File: src/hw/asc_regs.svh
/*
  Register map, field positions, codes and reset values of the
  converter sequencing control. Assumes a 32-bit APB with byte addresses.
*/
`ifndef ASC_REGS_SVH
`define ASC_REGS_SVH

// ----------------------------------------------------------------
// offsets
// ----------------------------------------------------------------
`define ASC_AW 8
`define ASC_OFF_CTRL 8'h00
`define ASC_OFF_CHAN 8'h04
`define ASC_OFF_RES 8'h08

// ----------------------------------------------------------------
// converter_control_one fields
// ----------------------------------------------------------------
`define ASC_B_DONE 0
`define ASC_B_ACQ 1
`define ASC_B_AUTO 2
`define ASC_B_PAR 3
`define ASC_TRIG_LO 5
`define ASC_TRIG_HI 7
`define ASC_FMT_LO 8
`define ASC_FMT_HI 9
`define ASC_B_WIDE 10
`define ASC_CHN_HI 1
`define ASC_RST_CTRL 16'h0000
`define ASC_RST_CHN 2'h0

// ----------------------------------------------------------------
// codes
// ----------------------------------------------------------------
`define ASC_TRIG_SW 3'h0
`define ASC_TRIG_PIN 3'h1
`define ASC_TRIG_TMR3 3'h2
`define ASC_TRIG_TMR5 3'h4
`define ASC_TRIG_AUTO 3'h7
`define ASC_FMT_INT 2'h0
`define ASC_FMT_SINT 2'h1
`define ASC_FMT_FRAC 2'h2
`define ASC_FMT_SFRAC 2'h3
`define ASC_CHN_ONE 2'h0
`define ASC_CHN_TWO 2'h1
`define ASC_LAST_ONE 2'h0
`define ASC_LAST_TWO 2'h1
`define ASC_LAST_FOUR 2'h3
`define ASC_AUTO_CYC 16

`endif

File: src/hw/asc_pkg.sv
/*
  Types shared by the converter sequencing control.
  Assumes asc_regs.svh is available on the include path.
*/
package asc_pkg;

  // sequencing states
  typedef enum logic [1:0] {
    ST_IDLE,
    ST_SAMPLE,
    ST_START,
    ST_WAIT
  } asc_state_e;

  // software control fields
  typedef struct packed {
    logic wide;
    logic [1:0] fmt;
    logic [2:0] trig;
    logic par;
    logic auto_rs;
  } asc_ctrl_s;

  // request to the analogue core
  typedef struct packed {
    logic start;
    logic [1:0] chan;
  } asc_conv_s;

endpackage

File: src/hw/asc_ctrl.sv
/*
  Sequencing and result formatting of one converter: sampling start,
  conversion trigger, channel sequencing, completion flag, APB slave.
  Assumes an analogue core on pclk that takes a start pulse per channel
  and answers with conv_done and a 12-bit raw code.
*/
// Implementation choices: the placing of the registers and register access over APB.
// Operation
// - layout 11, 12-bit: left-justified, low nibble zero, top bit inverted.
// - layout 10, 12-bit: left-justified in bits 15..4, low nibble zero.
// - layout 01, 12-bit: right-justified, bits 15..11 inverse of bit 11.
// - layout 00, 12-bit: right-justified, bits 15..12 zero.
// - trigger 111: internal counter ends sampling and starts conversion.
// - trigger 100: timer five compare ends sampling.
// - trigger 010: timer three compare ends sampling.
// - trigger 001: external pin edge ends sampling.
// - trigger 000: only software clearing acquire_active ends sampling.
// - parallel with count 1x: channels zero to three sampled together.
// - parallel with count 01: channels zero and one sampled together.
// - parallel clear: channels held one after another.
// - wide resolution set: parallel bit unimplemented, reads zero.
// - auto restart: new sampling right after conversion, acquire set.
// - acquire_active set by hardware with auto restart; 1 sampling.
// - trigger not 000: hardware clears acquire_active at conversion.
// - complete flag set when conversion cycle finishes, else zero.
// - software may clear complete flag; writing one is ignored.
// - clearing complete flag does not disturb running work.
// - complete flag cleared when a new conversion begins.
`timescale 1ns/10ps
`include "asc_regs.svh"
module asc_ctrl #(
  parameter int AUTO_CYC = `ASC_AUTO_CYC
) (
  input wire logic pclk,
  input wire logic presetn,
  input wire logic psel,
  input wire logic penable,
  input wire logic pwrite,
  input wire logic [`ASC_AW-1:0] paddr,
  input wire logic [31:0] pwdata,
  output logic [31:0] prdata,
  output logic pready,
  output logic pslverr,
  input wire logic irq_zero_pin,
  input wire logic tmr3_cmp,
  input wire logic tmr5_cmp,
  output asc_pkg::asc_conv_s conv_req,
  input wire logic conv_done,
  input wire logic [11:0] conv_raw,
  output logic [3:0] sample_mask,
  output logic [15:0] result_word
);
  import asc_pkg::*;

  localparam int CW = $clog2(AUTO_CYC + 1);
  localparam logic [CW-1:0] CNT_LAST = CW'(AUTO_CYC - 1);

  asc_ctrl_s ctrl_q;
  asc_state_e state_q;
  logic [1:0] chn_q, chan_q, last_chan;
  logic acq_q, done_q;
  logic [CW-1:0] cnt_q;
  logic [15:0] result_q, ctrl_rd, fmt_word;
  logic [3:0] smask_q, act_mask;
  logic [31:0] prdata_q;
  logic [2:0] evt;
  logic acc, wr_ctrl, wr_chn, mapped, fire, start_acquire_active, finish, par_eff;

  // ----------------------------------------------------------------
  // trigger inputs: pin synchronised, timer compares on pclk already
  // ----------------------------------------------------------------
  asc_edge_det #(.SYNC(1'b1)) u_pin (
    .pclk(pclk),
    .presetn(presetn),
    .din(irq_zero_pin),
    .rise(evt[0])
  );
  asc_edge_det #(.SYNC(1'b0)) u_tmr3 (
    .pclk(pclk),
    .presetn(presetn),
    .din(tmr3_cmp),
    .rise(evt[1])
  );
  asc_edge_det #(.SYNC(1'b0)) u_tmr5 (
    .pclk(pclk),
    .presetn(presetn),
    .din(tmr5_cmp),
    .rise(evt[2])
  );

  // ----------------------------------------------------------------
  // apb decode: zero wait states, unmapped offsets flag pslverr
  // ----------------------------------------------------------------
  assign acc = psel & penable;
  assign mapped = (paddr == `ASC_OFF_CTRL) | (paddr == `ASC_OFF_CHAN) |
                  (paddr == `ASC_OFF_RES);
  assign wr_ctrl = acc & pwrite & (paddr == `ASC_OFF_CTRL);
  assign wr_chn = acc & pwrite & (paddr == `ASC_OFF_CHAN);
  assign pready = 1'b1;
  assign pslverr = acc & ~mapped;
  assign prdata = prdata_q;

  // parallel capture is absent in 12-bit mode
  assign par_eff = ctrl_q.par & ~ctrl_q.wide;
  assign ctrl_rd = {5'h00, ctrl_q.wide, ctrl_q.fmt, ctrl_q.trig, 1'b0,
                    par_eff, ctrl_q.auto_rs, acq_q, done_q};

  // read data is latched in the setup cycle so prdata leaves a flop
  always_ff @(posedge pclk or negedge presetn) begin
    if (!presetn) begin
      prdata_q <= 32'h0000_0000;
    end else if (psel & ~penable & ~pwrite) begin
      unique case (paddr)
        `ASC_OFF_CTRL: prdata_q <= {16'h0000, ctrl_rd};
        `ASC_OFF_CHAN: prdata_q <= {30'h0000_0000, chn_q};
        `ASC_OFF_RES: prdata_q <= {16'h0000, result_q};
        default: prdata_q <= 32'h0000_0000;
      endcase
    end
  end

  // ----------------------------------------------------------------
  // software fields
  // ----------------------------------------------------------------
  always_ff @(posedge pclk or negedge presetn) begin
    if (!presetn) begin
      ctrl_q <= asc_ctrl_s'(`ASC_RST_CTRL);
      chn_q <= `ASC_RST_CHN;
    end else begin
      if (wr_ctrl) begin
        ctrl_q.wide <= pwdata[`ASC_B_WIDE];
        ctrl_q.fmt <= pwdata[`ASC_FMT_HI:`ASC_FMT_LO];
        ctrl_q.trig <= pwdata[`ASC_TRIG_HI:`ASC_TRIG_LO];
        ctrl_q.par <= pwdata[`ASC_B_PAR];
        ctrl_q.auto_rs <= pwdata[`ASC_B_AUTO];
      end
      if (wr_chn) begin
        chn_q <= pwdata[`ASC_CHN_HI:0];
      end
    end
  end

  // ----------------------------------------------------------------
  // channel set from the count field
  // ----------------------------------------------------------------
  always_comb begin
    if (chn_q == `ASC_CHN_ONE) begin
      last_chan = `ASC_LAST_ONE;
      act_mask = 4'h1;
    end else if (chn_q == `ASC_CHN_TWO) begin
      last_chan = `ASC_LAST_TWO;
      act_mask = 4'h3;
    end else begin
      last_chan = `ASC_LAST_FOUR;
      act_mask = 4'hf;
    end
  end

  // ----------------------------------------------------------------
  // end-of-sampling trigger; reserved codes never fire
  // ----------------------------------------------------------------
  always_comb begin
    fire = 1'b0;
    if (state_q == ST_SAMPLE) begin
      case (ctrl_q.trig)
        `ASC_TRIG_SW: fire = wr_ctrl & ~pwdata[`ASC_B_ACQ];
        `ASC_TRIG_PIN: fire = evt[0];
        `ASC_TRIG_TMR3: fire = evt[1];
        `ASC_TRIG_TMR5: fire = evt[2];
        `ASC_TRIG_AUTO: fire = (cnt_q == CNT_LAST);
        default: fire = 1'b0;
      endcase
    end
  end

  // a software write of 1 starts sampling; auto restart starts by itself
  assign start_acquire_active = (state_q == ST_IDLE) &
                      (ctrl_q.auto_rs | (wr_ctrl & pwdata[`ASC_B_ACQ]));
  assign finish = (state_q == ST_WAIT) & conv_done & (chan_q == last_chan);

  // ----------------------------------------------------------------
  // sequencer
  // ----------------------------------------------------------------
  always_ff @(posedge pclk or negedge presetn) begin
    if (!presetn) begin
      state_q <= ST_IDLE;
      chan_q <= 2'h0;
    end else begin
      unique case (state_q)
        ST_IDLE: begin
          if (start_acquire_active) begin
            state_q <= ST_SAMPLE;
          end
        end
        ST_SAMPLE: begin
          if (fire) begin
            state_q <= ST_START;
            chan_q <= 2'h0;
          end
        end
        ST_START: begin
          state_q <= ST_WAIT;
        end
        ST_WAIT: begin
          if (conv_done) begin
            if (chan_q != last_chan) begin
              chan_q <= chan_q + 2'h1;
              state_q <= ST_START;
            end else if (ctrl_q.auto_rs) begin
              state_q <= ST_SAMPLE;
            end else begin
              state_q <= ST_IDLE;
            end
          end
        end
      endcase
    end
  end

  // ----------------------------------------------------------------
  // auto-convert sample timer, restarted on every sampling phase
  // ----------------------------------------------------------------
  always_ff @(posedge pclk or negedge presetn) begin
    if (!presetn) begin
      cnt_q <= '0;
    end else if (state_q != ST_SAMPLE) begin
      cnt_q <= '0;
    end else if (cnt_q != CNT_LAST) begin
      cnt_q <= cnt_q + CW'(1);
    end
  end

  // ----------------------------------------------------------------
  // acquire_active mirrors the sampling phase
  // ----------------------------------------------------------------
  always_ff @(posedge pclk or negedge presetn) begin
    if (!presetn) begin
      acq_q <= 1'b0;
    end else if (fire) begin
      acq_q <= 1'b0;
    end else if (start_acquire_active | (finish & ctrl_q.auto_rs)) begin
      acq_q <= 1'b1;
    end
  end

  // ----------------------------------------------------------------
  // complete flag: hardware set beats a software clear in one cycle
  // ----------------------------------------------------------------
  always_ff @(posedge pclk or negedge presetn) begin
    if (!presetn) begin
      done_q <= 1'b0;
    end else if (finish) begin
      done_q <= 1'b1;
    end else if (fire) begin
      done_q <= 1'b0;
    end else if (wr_ctrl & ~pwdata[`ASC_B_DONE]) begin
      done_q <= 1'b0;
    end
  end

  // ----------------------------------------------------------------
  // sample/hold: parallel mode holds all at once, otherwise in turn
  // ----------------------------------------------------------------
  always_ff @(posedge pclk or negedge presetn) begin
    if (!presetn) begin
      smask_q <= 4'h0;
    end else if (start_acquire_active | (finish & ctrl_q.auto_rs)) begin
      smask_q <= act_mask;
    end else if (fire & par_eff) begin
      smask_q <= 4'h0;
    end else if (fire) begin
      smask_q <= smask_q & ~4'h1;
    end else if ((state_q == ST_WAIT) & conv_done & ~finish) begin
      smask_q <= smask_q & ~(4'h1 << (chan_q + 2'h1));
    end
  end

  assign sample_mask = smask_q;
  assign conv_req.start = (state_q == ST_START);
  assign conv_req.chan = chan_q;

  // ----------------------------------------------------------------
  // result layout
  // ----------------------------------------------------------------
  always_comb begin
    fmt_word = {6'h00, conv_raw[9:0]};
    if (ctrl_q.wide) begin
      unique case (ctrl_q.fmt)
        `ASC_FMT_SFRAC: fmt_word = {~conv_raw[11], conv_raw[10:0], 4'h0};
        `ASC_FMT_FRAC: fmt_word = {conv_raw, 4'h0};
        `ASC_FMT_SINT: fmt_word = {{5{~conv_raw[11]}}, conv_raw[10:0]};
        `ASC_FMT_INT: fmt_word = {4'h0, conv_raw};
      endcase
    end
  end

  always_ff @(posedge pclk or negedge presetn) begin
    if (!presetn) begin
      result_q <= 16'h0000;
    end else if ((state_q == ST_WAIT) & conv_done) begin
      result_q <= fmt_word;
    end
  end

  assign result_word = result_q;
endmodule

File: src/hw/asc_edge_det.sv
/*
  Rising-edge detector with optional two-flop synchroniser.
  Assumes one clock; SYNC=1 for pins from outside the domain.
*/
`timescale 1ns/10ps
module asc_edge_det #(
  parameter bit SYNC = 1'b1
) (
  input wire logic pclk,
  input wire logic presetn,
  input wire logic din,
  output logic rise
);

  logic lvl;
  logic prev_q;

  // ----------------------------------------------------------------
  // optional synchroniser
  // ----------------------------------------------------------------
  generate
    if (SYNC) begin : g_sync
      logic s1_q;
      logic s2_q;
      // first flop feeds only the second
      always_ff @(posedge pclk or negedge presetn) begin
        if (!presetn) begin
          s1_q <= 1'b0;
          s2_q <= 1'b0;
        end else begin
          s1_q <= din;
          s2_q <= s1_q;
        end
      end
      assign lvl = s2_q;
    end else begin : g_direct
      assign lvl = din;
    end
  endgenerate

  // ----------------------------------------------------------------
  // edge
  // ----------------------------------------------------------------
  always_ff @(posedge pclk or negedge presetn) begin
    if (!presetn) begin
      prev_q <= 1'b0;
    end else begin
      prev_q <= lvl;
    end
  end

  assign rise = lvl & ~prev_q;

endmodule

File: config.mk
export PLATFORM = sky130hd
export DESIGN_NAME = asc_ctrl
export DESIGN_NICKNAME = d
export VERILOG_FILES = /design/src/hw/asc_pkg.sv /design/src/hw/asc_ctrl.sv /design/src/hw/asc_edge_det.sv
export VERILOG_INCLUDE_DIRS = /design/src /design/src/hw
export SDC_FILE = /design/constraint.sdc
export NUM_CORES = 1
export LEC_CHECK = 0
export CELL_PAD_IN_SITES_DETAIL_PLACEMENT = 0
export CELL_PAD_IN_SITES_GLOBAL_PLACEMENT = 1
export CORE_ASPECT_RATIO = 1.1
export CORE_MARGIN = 2
export CORE_UTILIZATION = 51
export DETAILED_ROUTE_END_ITERATION = 7
export DONT_BUFFER_PORTS = 1
export PLACE_DENSITY = 0.82
export RECOVER_POWER = 100
export SLEW_MARGIN = 10
export SYNTH_ARGS = -nofsm -noshare
export SYNTH_HDL_FRONTEND = slang
export SYNTH_SLANG_ARGS = --single-unit
File: constraint.sdc
create_clock -name pclk -period 4.6 [get_ports pclk]
set_input_delay 0.23 -clock pclk [delete_from_list [all_inputs] [get_ports pclk]]
set_output_delay 0.23 -clock pclk [all_outputs]
set_load 0.02 [all_outputs]
==> results of run 1 <==
==> worst max-delay path, delay by kind of cell (launching register included) <==
family | cells | cell delay [ns]
AO/OA/AOI/OAI | 1 | 0.38
flip-flops | 1 | 0.50
AND/OR/NAND/NOR | 3 | 2.01
==> cell type report <==
cell class	instances	area [µm²]
Clock buffer	9	124
Clock inverter	7	97.6
Fill cell	554	2700
Inverter	5	18.8
Multi-Input combinational cell	220	1420
Sequential cell	62	1550
Tap cell	80	100
Timing Repair Buffer	6	77.6
==> stage by stage <==
step	std cells	hold slack, ns
2_1_floorplan	316	-0.0656
3_3_place_gp	367	-0.0643
3_5_place_dp	367	-0.0647
4_1_cts	389	0.00272
5_1_grt	389	0.0103
6_report	389	0.0119
==> path summary, 6_finish.rpt <==
kind / start / endpoint / slack, ns / depth (start not counted)
worst min register to register: u_pin.g_sync.s1_q / u_pin.g_sync.s2_q / 0.36 / 0
worst min-delay path: conv_raw[3] / result_word[3] / 0.01 / 2
worst max register to register: state_q[1] / sample_mask[3] / 1.60 / 4
min in group asynchronous: presetn / prdata[1] / 0.43 / 2
worst max-delay path: state_q[1] / sample_mask[3] / 1.60 / 4
max in group asynchronous: presetn / u_pin.g_sync.s2_q / 3.90 / 2
==> routing by layer <==
metal	global-route usage, %	vias up
li1	-	1045
met1	28.9	1093
met2	31.4	76
met3	9.38	9
met4	8.78	0
met5	0	-
==> kinds of logic after synthesis <==
family                   count (synthesis)
multiplexers                            26
flip-flops                              62
other                                    2
adder cells (fa/ha/maj)                  6
XOR/XNOR                                 4
AO/OA/AOI/OAI                           59
buffers and inverters                   34
AND/OR/NAND/NOR                        108
==> power breakdown <==
| group | internal (µW) | switching (µW) | total, µW |
|---|---|---|---|
| sequential | 611 | 150 | 761 |
| combinational | 89.6 | 121 | 211 |
| clock | 306 | 226 | 533 |
==> synthesized netlist by cell type (2+ instances only) <==
cell type  instances  share of area [%]
mux2_2             9                3.2
a32o_1             7                2.2
nand3_1            7                1.1
mux2i_1           17                5.4
nor4bb_1           2               0.63
dfrtp_1           62                 49
o22ai_1            2               0.39
nand2b_1           2               0.39
o31ai_1            3               0.71
nor2b_1            3               0.59
a311o_1            2               0.63
buf_2              4               0.63
nor3_1             4               0.63
buf_4             17                4.0
conb_1             2               0.24
ha_1               6                2.4
xnor2_1            2               0.55
inv_1              5               0.59
nand2_1           49                5.8
o21bai_1           2               0.47
o211ai_1           2               0.47
nor2_1            15                1.8
or2_2              2               0.39
nand3_2            2               0.63
o21ai_0           24                3.8
and3_1             6                1.2
a21oi_1            8                1.3
nor4_4             3                2.0
xor2_1             2               0.55
clkbuf_1           8               0.95
==> flip-flops by register name (all words and copies together), names as in the netlist <==
name               count
chan_q                 2
u_tmr3.prev_q          1
sample_mask            4
u_tmr5.prev_q          1
cnt_q                  5
acq_q                  1
u_pin.prev_q           1
u_pin.g_sync.s2_q      1
state_q                2
chn_q                  2
ctrl_q                 8
done_q                 1
prdata                16
u_pin.g_sync.s1_q      1
result_word           16
==> qor.csv, run 1 <==
stage,metric,value,unit
clocking,numCtsBuffers,9,
logic_synthesis,synth_compound_area_share,13.5,%
drt,viasPerCell,5.71,
sta,rsz0062_at_grt,no,
setup_path,crit_chain,nand3_1 > nor4_1 > nand2_1 > a311o_1,
drt,top_layer,met4,
power_and_ir_drop,ir_drop,0.000253,V
clocking,tritoncts,done,
logic_synthesis,synthMuxAreaShare,8.56,%
setup_path,crit_type,reg -> reg,
logic_synthesis,ys_warn_count,0,
drt,met1Wirelength,3140,µm
cells_and_area,fin_nets,371,
global_routing,grt_pass1_vias,2235,
setup_path,slowest_stage,nor4_1,
cells_and_area,layout_commonest_cell,dfrtp_1,
flow_run,cap_violations,0,
floorplan,die_h,86.7,µm
sta,worst_slew_margin_rel,29.6,%
drt,drt_first_iter_violations,127,
worst_hold_path,hold_path_class,in -> reg,
place,preCtsSetupSlack,2.28,ns
sta,setup_viol,0,
power_and_ir_drop,p_leak,0.00158,µW
logic_synthesis,synth-main-ff-cell,dfrtp_1,
floorplan,row_count,30,
drt,met2_length,3190,µm
logic_synthesis,synth_xor_area_share,1.10,%
power_and_ir_drop,power.total,1500,µW
global_routing,grt_pass1_wl,11300,µm
setup_path,max_stage_delay,1.12,ns
logic_synthesis,synth_edf_count,0,
setup_path,worstPathArrival,3.23,ns
setup_path,critPathLaunchType,register,
sta,skew,0.00800,ns
place,placed_area,3150,µm²
cells_and_area,area_delta_synth_final,6.75,%
clocking,clkLatencyLatePin,0.35,ns
sta,period_share,65.2,%
place,gp_congestion,0.735,
drt,drtAntennaViolNets,0,
drt,drc,0,
global_routing,gr-total-overflow,0,
place,port-buffer-count,0,
setup_path,cp-end-kind,register,
logic_synthesis,syn_inst,301,
logic_synthesis,netlist_area,3170,µm²
setup_path,crit_fanout,27,
sta,finalCriticalPeriod,3.00,ns
clocking,htree_levels,3,
cells_and_area,layout_common_cells,"62 x dfrtp_1, 49 x nand2_1, 24 x o21ai_0",
drt,wl_met3,573,µm
clocking,ctsRootBufferMaster,clkbuf_8,
sta,drv_slew,0,
clocking,cts_setup_buffers,0,
logic_synthesis,synth-simple-area-share,19.1,%
place,dp_hpwl,5000,µm
power_and_ir_drop,powerDensity,445,nW/µm²
logic_synthesis,synth_top_family_by_area,simple AND/OR/NAND/NOR gates,
sta,fmax,334,MHz
global_routing,antenna_found_initial,0,
logic_synthesis,async_flop_share,100,%
floorplan,start_util,52.1,%
drt,vias,2223,
status,outcome,finished clean,
logic_synthesis,synth-adder-area-share,2.37,%
drt,drt_first_pass_iters,4,
drt,drt-total-wl,7000,µm
cells_and_area,final_cell_area,3380,µm²
global_routing,grt_max_degree,63,
sta,worst_pin_slew,1.05,ns
floorplan,dieArea,6860,µm²
logic_synthesis,avgSynthCellArea,10.5,µm²
sta,final_hold_viol_count,0,
drt,wl_per_cell,18.0,µm
clocking,clk_pin_slew,0.07,ns
global_routing,globalRouteTotalUtil,21.8,%
logic_synthesis,ys_types,52,
setup_path,worstPathRequired,4.83,ns
logic_synthesis,synth_seq_cells,62,
cells_and_area,n_antenna_cell,0,
logic_synthesis,yosysSeqAreaShare,48.9,%
sta,finalSetupTns,0,ns
clocking,clock_sinks,62,
cells_and_area,final_util,55.7,%
floorplan,coreArea,6080,µm²
cells_and_area,drive_gt1_share,11.3,%
clocking,postCtsHoldBufs,6,
sta,setup_slack,1.60,ns
floorplan,die_w,79.2,µm
floorplan,io_pins,118,
clocking,cts_max_path_buffers,2,
clocking,cts.repair.resized,0,
Note: power is estimated with default switching activity, not from simulation.
==> inputs of run 2 (changes only) <==
ABC_AREA = 1   (was not set)
CORE_UTILIZATION = 40   (was 51)
PLACE_DENSITY = 0.72   (was 0.82)
clock period = 2.4 ns   (was 4.6 ns; I/O delays follow)
==> run 2 against run 1 <==
- the flow now finishes with violations (max-capacitance violations, max-slew violations)
- via count increased by 16%
- combinational power increased to 3.3 times the previous value
- clock power increased by 100%
- area after synthesis increased by 0.59%
- sequential power increased by 110%
- register-to-register slack got worse by 1.2 ns
- routed wire length increased by 13%
- setup slack got worse by 1.2 ns
- non-clock buffer count increased by 20
- synthesized cell count increased by 32%
- largest power group unchanged
- highest routed layer unchanged
==> qor.csv, run 2 <==
stage,metric,value,unit
status,outcome,"complete, but fails checks",
status,violations,"max-capacitance violations, max-slew violations",
floorplan,row_count,34,
place,dp_hpwl,5760,µm
flow_run,cap_violations,1,
drt,drt-total-wl,7920,µm
sta,skew,0.00713,ns
sta,fmax,508,MHz
clocking,cts_setup_buffers,0,
cells_and_area,layout_common_cells,"105 x nand2_1, 62 x dfrtp_1, 51 x inv_1",
clocking,clkLatencyLatePin,0.33,ns
clocking,cts_max_path_buffers,2,
logic_synthesis,synth_edf_count,0,
logic_synthesis,ys_top_cells_by_count,"104 x nand2_1, 62 x dfrtp_1, 51 x inv_1",
logic_synthesis,synth-main-ff-cell,dfrtp_1,
drt,drc,0,
sta,drv_slew,63,
setup_path,cp-end-kind,register,
setup_path,worstPathRequired,2.63,ns
cells_and_area,area_delta_synth_final,15.1,%
clocking,htree_levels,3,
logic_synthesis,ys_types,36,
power_and_ir_drop,powerDensity,914,nW/µm²
cells_and_area,n_antenna_cell,0,
sta,final_hold_viol_count,0,
logic_synthesis,yosysMostFrequentCell,nand2_1,
setup_path,crit_type,reg -> reg,
logic_synthesis,synth.top_cell.area_share,48.6,%
global_routing,grt_max_degree,63,
cells_and_area,final_util,46.9,%
power_and_ir_drop,clkPwrFrac,31.8,%
worst_hold_path,hold_path_class,in -> reg,
clocking,ctsRootBufferMaster,clkbuf_8,
cells_and_area,fin_nets,491,
power_and_ir_drop,combPwrFrac,20.6,%
clocking,cts.repair.resized,0,
sta,setup_viol,0,
logic_synthesis,avgSynthCellArea,8.05,µm²
drt,drt_first_pass_iters,4,
sta,period_share,82.0,%
place,port-buffer-count,0,
power_and_ir_drop,p_sw,1190,µW
logic_synthesis,netlist_area,3190,µm²
drt,wl_per_cell,14.7,µm
cells_and_area,layout_commonest_cell,nand2_1,
floorplan,die_w,89.1,µm
floorplan,dieArea,8700,µm²
setup_path,worstPathArrival,2.19,ns
clocking,numCtsBuffers,9,
logic_synthesis,synth_top_cells_by_area,"dfrtp_1 49%, nand2_1 12%, inv_1 6.0%",
clocking,tritoncts,done,
clocking,clk_pin_slew,0.07,ns
power_and_ir_drop,swShare,35.6,%
global_routing,grt_pass1_vias,2650,
logic_synthesis,async_flop_share,100,%
drt,drtAntennaViolNets,0,
power_and_ir_drop,ir_drop,0.000479,V
logic_synthesis,yosys.area.top_type,dfrtp_1,
power_and_ir_drop,power.share.sequential,47.6,%
global_routing,globalRouteTotalUtil,19.9,%
logic_synthesis,syn_inst,396,
global_routing,gr-total-overflow,0,
floorplan,coreArea,7830,µm²
floorplan,start_util,40.7,%
power_and_ir_drop,p_leak,0.00190,µW
sta,fin_hold_ws,0.0183,ns
power_and_ir_drop,intPower,2160,µW
logic_synthesis,ys_warn_count,0,
place,gp_congestion,0.805,
global_routing,antenna_found_initial,0,
sta,finalSetupTns,0,ns
setup_path,critPathLaunchType,register,
floorplan,io_pins,118,
drt,viasPerCell,4.81,
floorplan,die_h,97.7,µm
cells_and_area,drive_gt1_share,5.36,%
sta,finalCriticalPeriod,1.97,ns
logic_synthesis,synth_seq_cells,62,
setup_path,crit_fanout,5,
sta,worst_pin_slew,1.56,ns
drt,drt_first_iter_violations,97,
sta,worst_slew_margin_rel,-3.94,%
clocking,clock_sinks,62,
global_routing,grt_pass1_wl,13200,µm
sta,rsz0062_at_grt,no,
drt,vias,2582,
logic_synthesis,yosysSeqAreaShare,48.6,%
## run 2: changes by cell type after synthesis, moves of 5 or more
cell and delta:
nor2_1 +17, mux2_2 -8, nand3_1 +15, a21oi_1 +14
nand4_1 +6, inv_1 +46, a32o_1 -6, mux2i_1 -17
nand2_1 +55, o22ai_1 +8, and3_1 -5
## run 2: path summary, 6_finish.rpt
check / startpoint / to / slack [ns] / depth (start not counted)
hold reg to reg: u_pin.g_sync.s1_q / u_pin.g_sync.s2_q / 0.36 / 0
hold / removal: conv_raw[10] / result_word[14] / 0.02 / 3
min in group asynchronous: presetn / state_q[0] / 0.75 / 2
setup reg to reg: cnt_q[0] / sample_mask[1] / 0.43 / 12
setup / recovery: cnt_q[0] / sample_mask[1] / 0.43 / 12
max in group asynchronous: presetn / ctrl_q[4] / 0.72 / 2
## run 2: what timing repair did
item                                    4_1_cts  5_1_grt
endpoints found under the setup margin        0        0
hold endpoints to repair                     87        0
hold buffers                                 24        0
## run 2: through the flow
stage | setup slack [ns] | cells | instance area [µm²] | power [µW]
after CTS | 0.420 | 537 | 3720 | 3410
final | 0.432 | 537 | 3670 | 3350
after global routing | 0.171 | 537 | 3670 | 3580
after floorplan | 0.670 | 411 | 3250 | 2140
after detailed placement | 0.430 | 497 | 3230 | 2270
after global placement | 0.437 | 497 | 3230 | 2250
## run 2: layer usage
layer	vias up	track usage, %	share of wire (%)
li1	1297	-	-
met1	1201	24.6	42
met2	69	32.1	50
met3	15	6.20	6.1
met4	0	7.58	2.3
met5	-	0	0
## run 2: final cells by class
class                   instances  area (µm²)
well taps                     108         135
inverters                      54         203
multi-input cells             271        1300
fillers                       845        4160
clock buffers                  13         169
clock inverters                 3        65.1
repair buffers                 26         246
flip-flops and latches         62        1550
## run 2: cell families after synthesis
group	count (synthesis)	synth area share [%]
simple gates	180	25.1
buf+inv	78	11.5
compound gates	66	11.5
flops	62	48.6
fa+ha+maj	6	2.35
other cells	2	0.235
xor+xnor	1	0.275
mux	1	0.353
## run 2: critical path, cell delays in order, from the launching register on
cell and delay, ns:
dfrtp_1 0.40, ha_1 0.22, nand2_1 0.08, nor2_1 0.05
ha_1 0.24, nand4_1 0.09, o21ai_0 0.08, nor2_1 0.15
nand2_1 0.11, nand3b_1 0.19, nand3_2 0.12, nand2_1 0.09
nand2_1 0.04
## run 2: power groups by stage
stage	clock network [µW]	logic [µW]	registers [µW]
after floorplan	0	581	1560
after global placement	0	635	1620
after detailed placement	0	649	1620
after CTS	1100	711	1610
after global routing	1140	811	1630
final	1070	689	1600
